[config.mk]
export PLATFORM = sky130hd
export DESIGN_NAME = boot_auth_sum
export DESIGN_NICKNAME = d
export VERILOG_FILES = /design/src/core/boot_link_pkg.sv /design/src/core/byte_if.sv /design/src/core/byte_buf2.sv /design/src/core/serial_tx.sv /design/src/core/boot_auth_sum.sv
export SDC_FILE = /design/constraint.sdc
export NUM_CORES = 1
export LEC_CHECK = 0
export BUFFER_PORTS_ARGS = -buffer_cell sky130_fd_sc_hd__clkbuf_2
export CAP_MARGIN = 40
export CORE_MARGIN = 5
export CORE_UTILIZATION = 30
export CTS_CLUSTER_DIAMETER = 60
export DETAILED_ROUTE_END_ITERATION = 10
export PLACE_DENSITY = 0.42
export SKIP_LAST_GASP = 1
export SLEW_MARGIN = 25
export SYNTH_ARGS = -nofsm -noshare
export SYNTH_HDL_FRONTEND = slang
export SYNTH_SLANG_ARGS = --single-unit
export TNS_END_PERCENT = 50
[constraint.sdc]
create_clock -name mclk_i -period 5.87 [get_ports mclk_i]
set_input_delay 0.587 -clock mclk_i [delete_from_list [all_inputs] [get_ports mclk_i]]
set_output_delay 0.587 -clock mclk_i [all_outputs]
set_load 0.02 [all_outputs]
[src/core/boot_link_pkg.sv]
`default_nettype none
package boot_link_pkg;
  // link bytes and commands
  localparam logic [7:0]  SYNC_BYTE        = 8'h86;
  localparam logic [7:0]  CMD_RAM_XFER     = 8'h10;
  localparam logic [7:0]  CMD_SUM          = 8'h20;
  localparam logic [7:0]  CMD_PINFO        = 8'h30;
  localparam logic [7:0]  CMD_PROTECT      = 8'h60;
  localparam logic [3:0]  ACK_OK           = 4'h0;
  localparam logic [3:0]  ACK_RX_ERR       = 4'h8;
  localparam logic [3:0]  ACK_BAD          = 4'h1;
  localparam logic [7:0]  ERASED_BYTE      = 8'hFF;
  // flash map
  localparam logic [23:0] FLASH_BASE       = 24'h040000;
  localparam logic [23:0] PW_ADDR          = 24'h04FEF4;
  localparam logic [23:0] RVEC_ADDR        = 24'h04FF00;
  localparam int          PW_BYTES         = 12;
  localparam int          RVEC_BYTES       = 3;
  localparam int          PW_CHECK_BYTES   = PW_BYTES + RVEC_BYTES;
  localparam int          FRAME_BYTES      = 13;
  localparam int          FLASH_SIZE_BYTES = 256 * 1024;
  // baud detection
  localparam int          TIMER_WIDTH      = 20;
  localparam int          SYNC_EDGE_THIRD  = 3;
  localparam int          SYNC_THIRD_SHIFT = 3;
  localparam int          MIN_BIT_CYCLES   = 4;
  localparam int          DATA_BITS        = 8;
  localparam int          PINFO_LEN        = 8;

  function automatic logic [7:0] ack_code(input logic [7:0] cmd, input logic [3:0] flags);
    return {cmd[7:4], flags};
  endfunction : ack_code

  function automatic logic [7:0] neg_cks(input logic [7:0] sum8);
    return 8'h00 - sum8;
  endfunction : neg_cks
endpackage : boot_link_pkg
`default_nettype wire

[src/core/byte_if.sv]
`default_nettype none
interface byte_if #(parameter int W = 8);
  logic         valid;
  logic         ready;
  logic [W-1:0] data;
  modport src (output valid, output data, input ready);
  modport snk (input valid, input data, output ready);
endinterface : byte_if
`default_nettype wire

[src/core/byte_buf2.sv]
`default_nettype none
module byte_buf2 #(
  parameter int W     = 8,
  parameter int DEPTH = 2
) (
  // clock and reset
  input  wire logic mclk_i,
  input  wire logic rst_b_i,
  // streams
  byte_if.snk       in_p,
  byte_if.src       out_p
);
  localparam int PW = (DEPTH > 1) ? $clog2(DEPTH) : 1;
  localparam int CW = $clog2(DEPTH + 1);

  logic [W-1:0]  mem_reg [DEPTH];
  logic [PW-1:0] wr_ptr_reg;
  logic [PW-1:0] rd_ptr_reg;
  logic [CW-1:0] cnt_reg;
  logic          wr_fire;
  logic          rd_fire;

  function automatic logic [PW-1:0] ptr_adv(input logic [PW-1:0] p);
    return (p == PW'(DEPTH - 1)) ? '0 : p + PW'(1);
  endfunction : ptr_adv

  assign in_p.ready  = (cnt_reg != CW'(DEPTH));
  assign out_p.valid = (cnt_reg != '0);
  assign out_p.data  = mem_reg[rd_ptr_reg];
  assign wr_fire     = in_p.valid && in_p.ready;
  assign rd_fire     = out_p.valid && out_p.ready;

  always_ff @(posedge mclk_i) begin
    if (wr_fire) begin
      mem_reg[wr_ptr_reg] <= in_p.data;
    end
  end

  always_ff @(posedge mclk_i or negedge rst_b_i) begin
    if (!rst_b_i) begin
      wr_ptr_reg <= '0;
      rd_ptr_reg <= '0;
      cnt_reg    <= '0;
    end else begin
      if (wr_fire) wr_ptr_reg <= ptr_adv(wr_ptr_reg);
      if (rd_fire) rd_ptr_reg <= ptr_adv(rd_ptr_reg);
      cnt_reg <= cnt_reg + CW'(wr_fire) - CW'(rd_fire);
    end
  end
endmodule : byte_buf2
`default_nettype wire

[src/core/serial_tx.sv]
`default_nettype none
module serial_tx
  import boot_link_pkg::*;
#(
  parameter int BIT_W = 17
) (
  // clock and reset
  input  wire logic             mclk_i,
  input  wire logic             rst_b_i,
  // bit timing
  input  wire logic [BIT_W-1:0] bit_period_i,
  // byte stream and line
  byte_if.snk                   in_p,
  output logic                  txd_o
);
  logic [8:0]       shift_reg;
  logic [3:0]       bits_reg;
  logic [BIT_W-1:0] cnt_reg;
  logic             busy_reg;

  assign in_p.ready = !busy_reg;

  // start, eight data bits lsb first, stop
  always_ff @(posedge mclk_i or negedge rst_b_i) begin
    if (!rst_b_i) begin
      shift_reg <= '1;
      bits_reg  <= '0;
      cnt_reg   <= '0;
      busy_reg  <= 1'b0;
      txd_o     <= 1'b1;
    end else if (in_p.valid && !busy_reg) begin
      shift_reg <= {1'b1, in_p.data};
      bits_reg  <= 4'(DATA_BITS + 1);
      cnt_reg   <= bit_period_i - BIT_W'(1);
      busy_reg  <= 1'b1;
      txd_o     <= 1'b0;
    end else if (busy_reg) begin
      if (cnt_reg != '0) begin
        cnt_reg <= cnt_reg - BIT_W'(1);
      end else if (bits_reg == '0) begin
        busy_reg <= 1'b0;
      end else begin
        txd_o     <= shift_reg[0];
        shift_reg <= {1'b1, shift_reg[8:1]};
        bits_reg  <= bits_reg - 4'(1);
        cnt_reg   <= bit_period_i - BIT_W'(1);
      end
    end
  end
endmodule : serial_tx
`default_nettype wire

[src/core/boot_auth_sum.sv]
`default_nettype none
module boot_auth_sum
  import boot_link_pkg::*;
#(
  parameter int FLASH_BYTES = FLASH_SIZE_BYTES,
  parameter int TMR_W       = TIMER_WIDTH,
  parameter int PINFO_BYTES = PINFO_LEN
) (
  // clock and reset
  input  wire logic                     mclk_i,
  input  wire logic                     rst_b_i,
  // serial link
  input  wire logic                     rxd_i,
  output logic                          txd_o,
  // flash read port
  output logic                          flash_rd_o,
  output logic [23:0]                   flash_addr_o,
  input  wire logic [7:0]               flash_rdata_i,
  input  wire logic                     flash_ack_i,
  input  wire logic                     flash_busy_i,
  // product information
  input  wire logic [PINFO_BYTES*8-1:0] prod_info_i,
  // status
  output logic                          link_up_o,
  output logic                          sync_fail_o,
  output logic                          auth_pass_o,
  output logic [7:0]                    auth_cmd_o
);
  localparam int BIT_W = TMR_W - SYNC_THIRD_SHIFT;
  localparam int IDX_W = $clog2(FLASH_BYTES);
  typedef enum logic [3:0] {
    S_SYNC_WAIT, S_SYNC_MEAS, S_SYNC_CHK, S_SYNC_ACK, S_HALT, S_CMD, S_ACK_CMD, S_ECHO,
    S_PW_RX, S_PW_RD, S_PW_ACK, S_SUM_RD, S_SUM_HI, S_SUM_LO, S_PI_TX, S_CKS
  } state_t;
  state_t           st_reg;
  logic             rx_q1_reg, rx_q2_reg, rx_q3_reg, rx_lvl_reg, rx_lvl_d_reg, rx_edge, rx_fall;
  logic [TMR_W-1:0] timer_reg, t_fall_reg, sync_interval_second_reg, sync_interval_third_reg;
  logic [2:0]       edge_cnt_reg;
  logic [BIT_W-1:0] bit_period_reg, rx_cnt_reg;
  logic [TMR_W:0]   twice_second, third_ext, gap;
  logic             baud_ok, rx_busy_reg, rx_done_reg, rx_ferr_reg, rd_take, push_valid;
  logic [3:0]       rx_bit_reg, pw_flags;
  logic [7:0]       rx_shift_reg, rx_byte_reg, cmd_reg, rx_sum_reg;
  logic [7:0]       first_reg, cks_acc_reg, push_data;
  logic [IDX_W-1:0] idx_reg;
  logic [7:0]       pw_rx_reg [PW_BYTES];
  logic             rx_err_reg, mismatch_reg, all_same_reg, all_ff_reg, pw_err, push_fire;
  logic [15:0]      sum_reg;

  byte_if #(.W(8)) push_if ();
  byte_if #(.W(8)) line_if ();
  // synchroniser and level filter
  always_ff @(posedge mclk_i or negedge rst_b_i) begin
    if (!rst_b_i) begin
      rx_q1_reg    <= 1'b1;
      rx_q2_reg    <= 1'b1;
      rx_q3_reg    <= 1'b1;
      rx_lvl_reg   <= 1'b1;
      rx_lvl_d_reg <= 1'b1;
    end else begin
      rx_q1_reg    <= rxd_i;
      rx_q2_reg    <= rx_q1_reg;
      rx_q3_reg    <= rx_q2_reg;
      rx_lvl_d_reg <= rx_lvl_reg;
      if (rx_q2_reg == rx_q3_reg) rx_lvl_reg <= rx_q3_reg;
    end
  end

  assign rx_edge = rx_lvl_reg != rx_lvl_d_reg;
  assign rx_fall = rx_lvl_d_reg && !rx_lvl_reg;
  // free-running timer
  always_ff @(posedge mclk_i or negedge rst_b_i) begin
    if (!rst_b_i) timer_reg <= '0;
    else timer_reg <= timer_reg + TMR_W'(1);
  end
  // sync byte measurement: falls at 0 and 4 bits, rises at 2 and 8 bits
  always_ff @(posedge mclk_i or negedge rst_b_i) begin
    if (!rst_b_i) begin
      t_fall_reg               <= '0;
      edge_cnt_reg             <= '0;
      sync_interval_second_reg <= '0;
      sync_interval_third_reg  <= '0;
      bit_period_reg           <= '0;
    end else if (st_reg == S_SYNC_WAIT && rx_fall) begin
      t_fall_reg   <= timer_reg;
      edge_cnt_reg <= 3'(1);
    end else if (st_reg == S_SYNC_MEAS && rx_edge) begin
      edge_cnt_reg <= edge_cnt_reg + 3'(1);
      if (edge_cnt_reg == 3'(SYNC_EDGE_THIRD - 1))
        sync_interval_second_reg <= timer_reg - t_fall_reg;
      if (edge_cnt_reg == 3'(SYNC_EDGE_THIRD))
        sync_interval_third_reg <= timer_reg - t_fall_reg;
    end else if (st_reg == S_SYNC_CHK) begin
      bit_period_reg <= sync_interval_third_reg[TMR_W-1:SYNC_THIRD_SHIFT];
    end
  end
  // second interval is half the third within a quarter
  assign twice_second = {sync_interval_second_reg, 1'b0};
  assign third_ext    = {1'b0, sync_interval_third_reg};
  assign gap          = (twice_second > third_ext) ? twice_second - third_ext
                                                   : third_ext - twice_second;
  assign baud_ok      = (sync_interval_third_reg[TMR_W-1:SYNC_THIRD_SHIFT]
                         >= BIT_W'(MIN_BIT_CYCLES)) && (gap <= (third_ext >> 2));
  // receiver, enabled only once the link is up
  always_ff @(posedge mclk_i or negedge rst_b_i) begin
    if (!rst_b_i) begin
      rx_busy_reg  <= 1'b0;
      rx_done_reg  <= 1'b0;
      rx_ferr_reg  <= 1'b0;
      rx_cnt_reg   <= '0;
      rx_bit_reg   <= '0;
      rx_shift_reg <= '0;
      rx_byte_reg  <= '0;
    end else begin
      rx_done_reg <= 1'b0;
      if (!rx_busy_reg) begin
        if (link_up_o && !rx_lvl_reg) begin
          rx_busy_reg <= 1'b1;
          rx_cnt_reg  <= bit_period_reg >> 1;
          rx_bit_reg  <= '0;
        end
      end else if (rx_cnt_reg != '0) begin
        rx_cnt_reg <= rx_cnt_reg - BIT_W'(1);
      end else begin
        rx_cnt_reg <= bit_period_reg - BIT_W'(1);
        rx_bit_reg <= rx_bit_reg + 4'(1);
        if (rx_bit_reg == '0) begin
          if (rx_lvl_reg) rx_busy_reg <= 1'b0;
        end else if (rx_bit_reg <= 4'(DATA_BITS)) begin
          rx_shift_reg <= {rx_lvl_reg, rx_shift_reg[7:1]};
        end else begin
          rx_busy_reg <= 1'b0;
          rx_done_reg <= 1'b1;
          rx_byte_reg <= rx_shift_reg;
          rx_ferr_reg <= !rx_lvl_reg;
        end
      end
    end
  end
  // control sequence
  assign rd_take = flash_rd_o && flash_ack_i;

  always_ff @(posedge mclk_i or negedge rst_b_i) begin
    if (!rst_b_i) begin
      st_reg  <= S_SYNC_WAIT;
      cmd_reg <= '0;
    end else begin
      unique case (st_reg)
        S_SYNC_WAIT: if (rx_fall) st_reg <= S_SYNC_MEAS;
        S_SYNC_MEAS: if (rx_edge && edge_cnt_reg == 3'(SYNC_EDGE_THIRD)) st_reg <= S_SYNC_CHK;
        S_SYNC_CHK:  st_reg <= baud_ok ? S_SYNC_ACK : S_HALT;
        S_SYNC_ACK:  if (push_fire) st_reg <= S_CMD;
        S_HALT:      st_reg <= S_HALT;
        S_CMD: begin
          if (rx_done_reg) begin
            cmd_reg <= rx_byte_reg;
            if (rx_ferr_reg) st_reg <= S_ACK_CMD;
            else if (rx_byte_reg inside {CMD_RAM_XFER, CMD_PROTECT, CMD_SUM, CMD_PINFO})
              st_reg <= S_ECHO;
            else st_reg <= S_ACK_CMD;
          end
        end
        S_ACK_CMD:   if (push_fire) st_reg <= S_CMD;
        S_ECHO: begin
          if (push_fire) begin
            if (cmd_reg == CMD_SUM) st_reg <= S_SUM_RD;
            else if (cmd_reg == CMD_PINFO) st_reg <= S_PI_TX;
            else st_reg <= S_PW_RX;
          end
        end
        S_PW_RX:  if (rx_done_reg && idx_reg == IDX_W'(FRAME_BYTES - 1)) st_reg <= S_PW_RD;
        S_PW_RD:  if (rd_take && idx_reg == IDX_W'(PW_CHECK_BYTES - 1)) st_reg <= S_PW_ACK;
        S_PW_ACK: if (push_fire) st_reg <= S_CMD;
        S_SUM_RD: if (rd_take && idx_reg == IDX_W'(FLASH_BYTES - 1)) st_reg <= S_SUM_HI;
        S_SUM_HI: if (push_fire) st_reg <= S_SUM_LO;
        S_SUM_LO: if (push_fire) st_reg <= S_CKS;
        S_PI_TX:  if (push_fire && idx_reg == IDX_W'(PINFO_BYTES - 1)) st_reg <= S_CKS;
        S_CKS:    if (push_fire) st_reg <= S_CMD;
      endcase
    end
  end
  // shared byte index
  always_ff @(posedge mclk_i or negedge rst_b_i) begin
    if (!rst_b_i) idx_reg <= '0;
    else if (st_reg == S_ECHO) idx_reg <= '0;
    else if (st_reg == S_PW_RX && rx_done_reg)
      idx_reg <= (idx_reg == IDX_W'(FRAME_BYTES - 1)) ? '0 : idx_reg + IDX_W'(1);
    else if (rd_take || (st_reg == S_PI_TX && push_fire)) idx_reg <= idx_reg + IDX_W'(1);
  end
  // flash reads, held off while the array is busy
  always_ff @(posedge mclk_i or negedge rst_b_i) begin
    if (!rst_b_i) begin
      flash_rd_o   <= 1'b0;
      flash_addr_o <= '0;
    end else if (flash_rd_o) begin
      if (flash_ack_i) flash_rd_o <= 1'b0;
    end else if ((st_reg == S_PW_RD || st_reg == S_SUM_RD) && !flash_busy_i) begin
      flash_rd_o   <= 1'b1;
      flash_addr_o <= ((st_reg == S_PW_RD) ? PW_ADDR : FLASH_BASE) + 24'(idx_reg);
    end
  end
  // password frame and verification
  always_ff @(posedge mclk_i or negedge rst_b_i) begin
    if (!rst_b_i) begin
      rx_sum_reg   <= '0;
      rx_err_reg   <= 1'b0;
      mismatch_reg <= 1'b0;
      all_same_reg <= 1'b1;
      all_ff_reg   <= 1'b1;
      first_reg    <= '0;
      for (int i = 0; i < PW_BYTES; i++) pw_rx_reg[i] <= '0;
    end else if (st_reg == S_ECHO) begin
      rx_sum_reg   <= '0;
      rx_err_reg   <= 1'b0;
      mismatch_reg <= 1'b0;
      all_same_reg <= 1'b1;
      all_ff_reg   <= 1'b1;
    end else if (st_reg == S_PW_RX && rx_done_reg) begin
      rx_sum_reg <= rx_sum_reg + rx_byte_reg;
      rx_err_reg <= rx_err_reg | rx_ferr_reg;
      if (idx_reg < IDX_W'(PW_BYTES)) pw_rx_reg[idx_reg[3:0]] <= rx_byte_reg;
    end else if (st_reg == S_PW_RD && rd_take) begin
      all_ff_reg <= all_ff_reg && (flash_rdata_i == ERASED_BYTE);
      if (idx_reg < IDX_W'(PW_BYTES)) begin
        if (flash_rdata_i != pw_rx_reg[idx_reg[3:0]]) mismatch_reg <= 1'b1;
        if (idx_reg == '0) first_reg <= flash_rdata_i;
        else if (flash_rdata_i != first_reg) all_same_reg <= 1'b0;
      end
    end
  end

  assign pw_err   = mismatch_reg || (all_same_reg && !all_ff_reg);
  assign pw_flags = rx_err_reg ? ACK_RX_ERR
                  : ((rx_sum_reg != 8'h00) || pw_err) ? ACK_BAD : ACK_OK;
  // flash sum and answer checksum
  always_ff @(posedge mclk_i or negedge rst_b_i) begin
    if (!rst_b_i) begin
      sum_reg     <= '0;
      cks_acc_reg <= '0;
    end else if (st_reg == S_ECHO) begin
      sum_reg     <= '0;
      cks_acc_reg <= '0;
    end else begin
      if (st_reg == S_SUM_RD && rd_take) sum_reg <= sum_reg + 16'(flash_rdata_i);
      if (push_fire && st_reg inside {S_SUM_HI, S_SUM_LO, S_PI_TX})
        cks_acc_reg <= cks_acc_reg + push_data;
    end
  end
  // bytes toward the transmitter
  always_comb begin
    push_valid = 1'b1;
    push_data  = 8'h00;
    unique case (st_reg)
      S_SYNC_ACK: push_data = SYNC_BYTE;
      S_ACK_CMD:  push_data = ack_code(cmd_reg, rx_ferr_reg ? ACK_RX_ERR : ACK_BAD);
      S_ECHO:     push_data = cmd_reg;
      S_PW_ACK:   push_data = ack_code(cmd_reg, pw_flags);
      S_SUM_HI:   push_data = sum_reg[15:8];
      S_SUM_LO:   push_data = sum_reg[7:0];
      S_PI_TX:    push_data = prod_info_i[idx_reg*8 +: 8];
      S_CKS:      push_data = neg_cks(cks_acc_reg);
      default:    push_valid = 1'b0;
    endcase
  end
  assign push_if.valid = push_valid;
  assign push_if.data  = push_data;
  assign push_fire     = push_valid && push_if.ready;
  byte_buf2 #(.W(8), .DEPTH(2)) u_buf (
    .mclk_i  (mclk_i),
    .rst_b_i (rst_b_i),
    .in_p    (push_if),
    .out_p   (line_if)
  );
  serial_tx #(.BIT_W(BIT_W)) u_tx (
    .mclk_i       (mclk_i),
    .rst_b_i      (rst_b_i),
    .bit_period_i (bit_period_reg),
    .in_p         (line_if),
    .txd_o        (txd_o)
  );
  // status outputs
  always_ff @(posedge mclk_i or negedge rst_b_i) begin
    if (!rst_b_i) begin
      link_up_o   <= 1'b0;
      sync_fail_o <= 1'b0;
      auth_pass_o <= 1'b0;
      auth_cmd_o  <= '0;
    end else begin
      auth_pass_o <= 1'b0;
      if (st_reg == S_SYNC_ACK && push_fire) link_up_o <= 1'b1;
      if (st_reg == S_HALT) sync_fail_o <= 1'b1;
      if (st_reg == S_PW_ACK && push_fire && pw_flags == ACK_OK) begin
        auth_pass_o <= 1'b1;
        auth_cmd_o  <= cmd_reg;
      end
    end
  end
endmodule : boot_auth_sum
`default_nettype wire

# Yosys cells after proc, flatten, opt, wreduce, memory -nomap -nowiden
# Memory sizes are Yosys's and may differ from the RTL's.
# Index checks and enable logic that the tools add are counted.
totals:
  elab_cells: 319
  inputBits: 77
  ff_bits: 387
  out_inout_bits: 37
  ram_bits: 16
  memories: 1
classes:
  shift: 1
  bitwise_logic: 10
  eq_ne: 50
  n_reduce_logical: 73
  n_lt_le_gt_ge: 7
  add_sub_neg: 20
  n_mux: 102
memory_table:
  columns: ["memory", "words", "width", "rd", "rd_clocked_by_memory_dff", "wr", "line_no", "text"]
  rows:
  - ["u_buf.mem_reg", 2, 8, 1, 0, 1, "byte_buf2.sv:16", "logic [W-1:0] mem_reg [DEPTH];"]
op_table:
  columns: ["cell", "count"]
  rows:
  - ["$mux W17", 7]
  - ["$bwmux W96", 1]
  - ["$mux W4", 20]
  - ["$mux W18", 4]
  - ["$pmux W8 S8", 1]
  - ["$shiftx A64 B22 Y8", 1]
  - ["$mux W8", 7]
  - ["$pmux W4 S13", 1]
  - ["$sub A17 B1 Y17 const B", 3]
  - ["$mux W16", 3]
  - ["$mux W1", 46]
  - ["$eq A18 B4 Y1 const B", 2]
  - ["$mux W9", 4]
  - ["$reduce_bool A17 Y1", 2]
  - ["$bmux W8 S4", 1]
  - ["$demux W8 S4", 1]
  - ["$eq A4 B4 Y1 const B", 8]
  - ["$eq A8 B6 Y1 const B", 4]
  - ["$ne A2 B2 Y1 const B", 15]
  - ["$logic_and A1 B1 Y1", 25]
  - ["$reduce_bool A2 Y1", 11]
  - ["$gt A21 B20 Y1", 1]
  - ["$le A21 B18 Y1", 1]
  - ["$mux W21", 1]
  - ["52 further kinds", 93]

# Depth between registers and ports, before layout
logic_depth:
  word_depth: 10
  depth_mapped: 24
  mapped_depth_nobuf: 23

# Modules after synthesis
# Synthesis repeated with hierarchy kept, for this count alone.
hier_totals:
  cells_unflattened: 2355
  hier_area_um2: 24300.8
by_module_without_submodules:
  columns: ["mod", "instances", "area_per_inst_um2", "seq_area_each_um2", "cells_each"]
  rows:
  - ["boot_auth_sum", 1, 21348.0, 8692.1, 2073]
  - ["serial_tx", 1, 2154.6, 787.0, 237]
  - ["byte_buf2", 1, 798.3, 580.6, 45]

# Least setup slack after synthesis
# No wires, ideal clock.
synth_path:
  path_kind: "register to register"
  start: "register sync_interval_third_reg[6]"
  end: "register st_reg[1]"
  t_arrival_ps: 4670
  setup_ps: 110
  n_path_buf: 3
  setup_slack_ps: 1090
  path_stages_with_launch: 23
  required_ps: 5760
  period_less_slack_ps: 4780
  path_cell_list: "dfrtp_1 -> ha_1 -> clkbuf_1 -> a21oi_1 -> o21ai_0 -> a2111o_1 -> o21a_1 -> a31oi_1 -> o31ai_1 -> buf_2 -> buf_2 -> mux2i_1 -> xnor2_1 -> ha_1 -> a21o_1 -> a21oi_1 -> o21ai_0 -> a2111oi_0 -> o21ai_0 -> nor4_1 -> nand2b_1 -> o21a_1 -> o41ai_1"
synth_via:
  elab_chain_len: 6
  word_cells_on_any_way: 9
  cone_classes: "add/sub (2); order compare (3); mux (3); reduce/logical (1)"
synth_lines:
  columns: ["item", "line_no", "text"]
  rows:
  - ["from (decl)", "boot_auth_sum.sv:37", "logic [TMR_W-1:0] timer_reg, t_fall_reg, sync_interval_second_reg, sync_interval_third_reg;"]
  - ["from (signal assigned)", "boot_auth_sum.sv:92", "sync_interval_third_reg <= timer_reg - t_fall_reg;"]
  - ["$sub A20 B21 Y21, or another cell as far along", "boot_auth_sum.sv:101", ": third_ext - twice_second;"]
  - ["$mux W21", "boot_auth_sum.sv:100", "assign gap = (twice_second > third_ext) ? twice_second - third_ext"]
  - ["$le A21 B18 Y1", "boot_auth_sum.sv:103", ">= BIT_W'(MIN_BIT_CYCLES)) && (gap <= (third_ext >> 2));"]
  - ["$logic_and A1 B1 Y1 *", "boot_auth_sum.sv:103", null]
  - ["$mux W3 *", "boot_auth_sum.sv:151", "S_SYNC_CHK: st_reg <= baud_ok ? S_SYNC_ACK : S_HALT;"]
  - ["$pmux W4 S13 *", "boot_auth_sum.sv:148", "unique case (st_reg)"]
  - ["to (signal assigned)", "boot_auth_sum.sv:151", null]
  - ["to (decl)", "boot_auth_sum.sv:35", "state_t st_reg;"]
# Every way passes the cells marked *; elsewhere a longest branch is shown, timed or not.
# A chain may end at the register's enable or synchronous reset.

# Final worst setup path
# Ends and elaborated chain as after synthesis.

==> qor.txt <==
Outcome: finished, violations left
Violated checks: hold timing
Final HPWL DP: 46.8 mm
Fin nets: 2,605
Pleak: 12.4 nW
Max reg flops: 96
Power Total: 6.31 mW
Number of global-route vias before repair: 17,800
Number of buffers added on ports: 109
Register area share after synthesis: 42.9%
Setup crit start kind: register
Number of CTS-inserted buffers: 51
First-pass GRT wire length: 103 mm
Crit path time final: 5.34 ns
Post-CTS Hold Fix Bufs: 0
CTS tree: yes
Worst-Margin Slew: 0.916 ns
Antenna violation net count after detailed routing: 0
Crit end category: register
GP Congestion: 0.868
Gr usage total: 15.4%
Area post-placement: 25,200 µm²
Root Driver: clkbuf_16
Most common cell in the netlist: dfrtp_1
Part of the cycle the worst path needs: 91.0%
CP max-delay cell: a2111o_1
Bufs and invs on worst path: 3
WL per Instance: 18.7 µm
Crit Path Max Fanout: 10
Largest net degree at the start of global routing: 159
Critical Path RT: 6.36 ns
Register-to-Register Path Depth: 21
Initial antenna violation count: 0
Critical path launch point: sync_interval_third_reg[6]
Largest cells by area after synthesis: dfrtp_1 39%, mux2_2 8.3%, ha_1 6.9%
Final Hold Violating Endpoints: 1
Setup tns final: 0 ns
FF-to-FF setup slack: 0.53 ns
Max-cap violations: 0
Setup Skew: 0.0191 ns
Yosys warns: 0
Hold WS: -0.000719 ns
Reg2Reg Capture Point: st_reg[1]
Number of distinct library cells after synthesis: 78
Area of the die: 83,900 µm²
Non-filler cells, final: 3,474
Final setup viols: 0
Max IR drop VDD: 0.166 mV
Crit path max-delay family: compound AO/OA/AOI/OAI gates
Yosys top cell by area: dfrtp_1
Area grow syn2layout: 15.5%
Mapped Area: 23,500 µm²
Post-layout instance area: 27,100 µm²
RSZ-0062 raised after global routing: false
Max Clock Freq: 187 MHz
R2r startpoint: sync_interval_third_reg[6]
Die X-Extent: 290 µm
Max-slew violations: 0
Synth top cells by count: 366 x dfrtp_1, 207 x nand2_1, 173 x mux2_2
Crit path DAT: 5.83 ns
CP peak stage delay: 0.43 ns
# DRC: 0
Vias per cell: 4.98
Max-slew headroom: 38.9%
Number of DRC markers in iteration 0: 955
Synth Register Bits: 398
Average size of a mapped cell: 10.2 µm²
Clk_lat worst skew: 0.61 ns
Starting Density: 30.3%
Final WL: 64.8 mm
Vias: 17,300
Clk slew on worst S/H paths: 0.06 ns
Synth async-reset ratio: 96.0%
EDFF count, synth: 16
Layout cell share with drive strength beyond 1: 19.7%
Synth top area share: 39.0%
Core outline area: 77,500 µm²
DIE HEIGHT: 290 µm
DR pass1 iterations: 5
Clock Sinks: 398
HP Class: in -> async
Num rows: 102
Dpl cells: 3,369
CTS H-tree lvls: 2
I/O pin count: 114
Cells after synthesis: 2,296
Synth Flop Type: dfrtp_1
Pwr Density: 233 nW/µm²
Clock buffer depth: 3
Crit path cell chain: ha_1, a21oi_1, o21ai_0, a2111o_1, o21a_1, a31oi_1, o31ai_4, buf_12, buf_12, buf_4, o31ai_1, xnor2_1, ha_1, nand4_1, nor3_1, a2111oi_0, o21ai_0, nor4_1, nand2b_1, o21a_1, o41ai_1
Setup CP Type: reg -> reg
Overflow after GRT: 0
routing by layer:
layer  vias to the layer above  GRT usage (%)  wire (µm)
li1                       8443              -          -
met1                      8567           22.2      31700
met2                       206           24.3      29600
met3                        76           2.42       2080
met4                         0           3.69       1370
met5                         -              0          0
what timing repair did:
action,4_1_cts,5_1_grt
endpoints found under the hold margin,0,0
setup endpoints to repair,0,3
gates resized for setup,0,1
buffers inserted,0,5
cell type report:
class | count | area, µm²
fill | 7801 | 50400
multi-input combinational | 1671 | 12600
sequential | 398 | 10100
clock buffer | 71 | 1410
tap | 1040 | 1300
timing repair buffer | 148 | 952
inverter | 122 | 458
clock inverter | 23 | 342
antenna | 1 | 2.50
layout by cell type, fill, tap and decap left out, drive strengths merged, types with 76 or more instances in the layout:
master	synthesis	routed
dfrtp	366	366
inv	120	123
nand2	207	207
o21ai	182	182
nand3	76	76
mux2	177	177
nor2	128	128
ha	130	130
a21oi	109	109
clkbuf	85	179
xnor2	95	95
worst register-to-register path: stages, from the launching register on:
cell       delay, ns
dfrtp_1         0.42
ha_1            0.41
a21oi_1         0.20
o21ai_0         0.20
a2111o_1        0.43
o21a_1          0.22
a31oi_1         0.27
o31ai_4         0.11
buf_12          0.15
buf_12          0.13
buf_4           0.15
o31ai_1         0.30
xnor2_1         0.20
ha_1            0.27
nand4_1         0.15
nor3_1          0.09
a2111oi_0       0.35
o21ai_0         0.25
nor4_1          0.42
nand2b_1        0.09
o21a_1          0.20
o41ai_1         0.22
worst max-delay path by stage:
stage	cells past startpoint	slack [ns]	to
2_1_floorplan	22	1.09	st_reg[1]
3_3_place_gp	20	0.41	st_reg[1]
3_5_place_dp	20	0.31	st_reg[1]
4_1_cts	20	0.29	st_reg[1]
5_1_grt	21	0.06	st_reg[1]
6_report	21	0.53	st_reg[1]
where the power goes:
part	internal (mW)	total (mW)	switching (mW)
clock network	1.96	3.24	1.28
logic	0.111	0.279	0.168
registers	2.77	2.79	0.0248
through the flow:
stage / util (%) / setup slack [ns]
finish: 35.0 / 0.526
global route: 35.0 / 0.0622
CTS: 34.8 / 0.292
detailed placement: 32.5 / 0.312
global placement: 32.5 / 0.408
floorplan: - / 1.09
logic make-up after synthesis:
group                    Yosys count  synth area share [%]
AO/OA/AOI/OAI                    487                  12.9
XOR/XNOR                         160                  5.97
adder cells (fa/ha/maj)          137                  7.48
buffers and inverters            230                  3.80
flip-flops                       398                  42.9
multiplexers                     265                  14.4
other                              1                0.0160
AND/OR/NAND/NOR                  618                  12.6
Note: power is estimated with default switching activity, not from simulation.
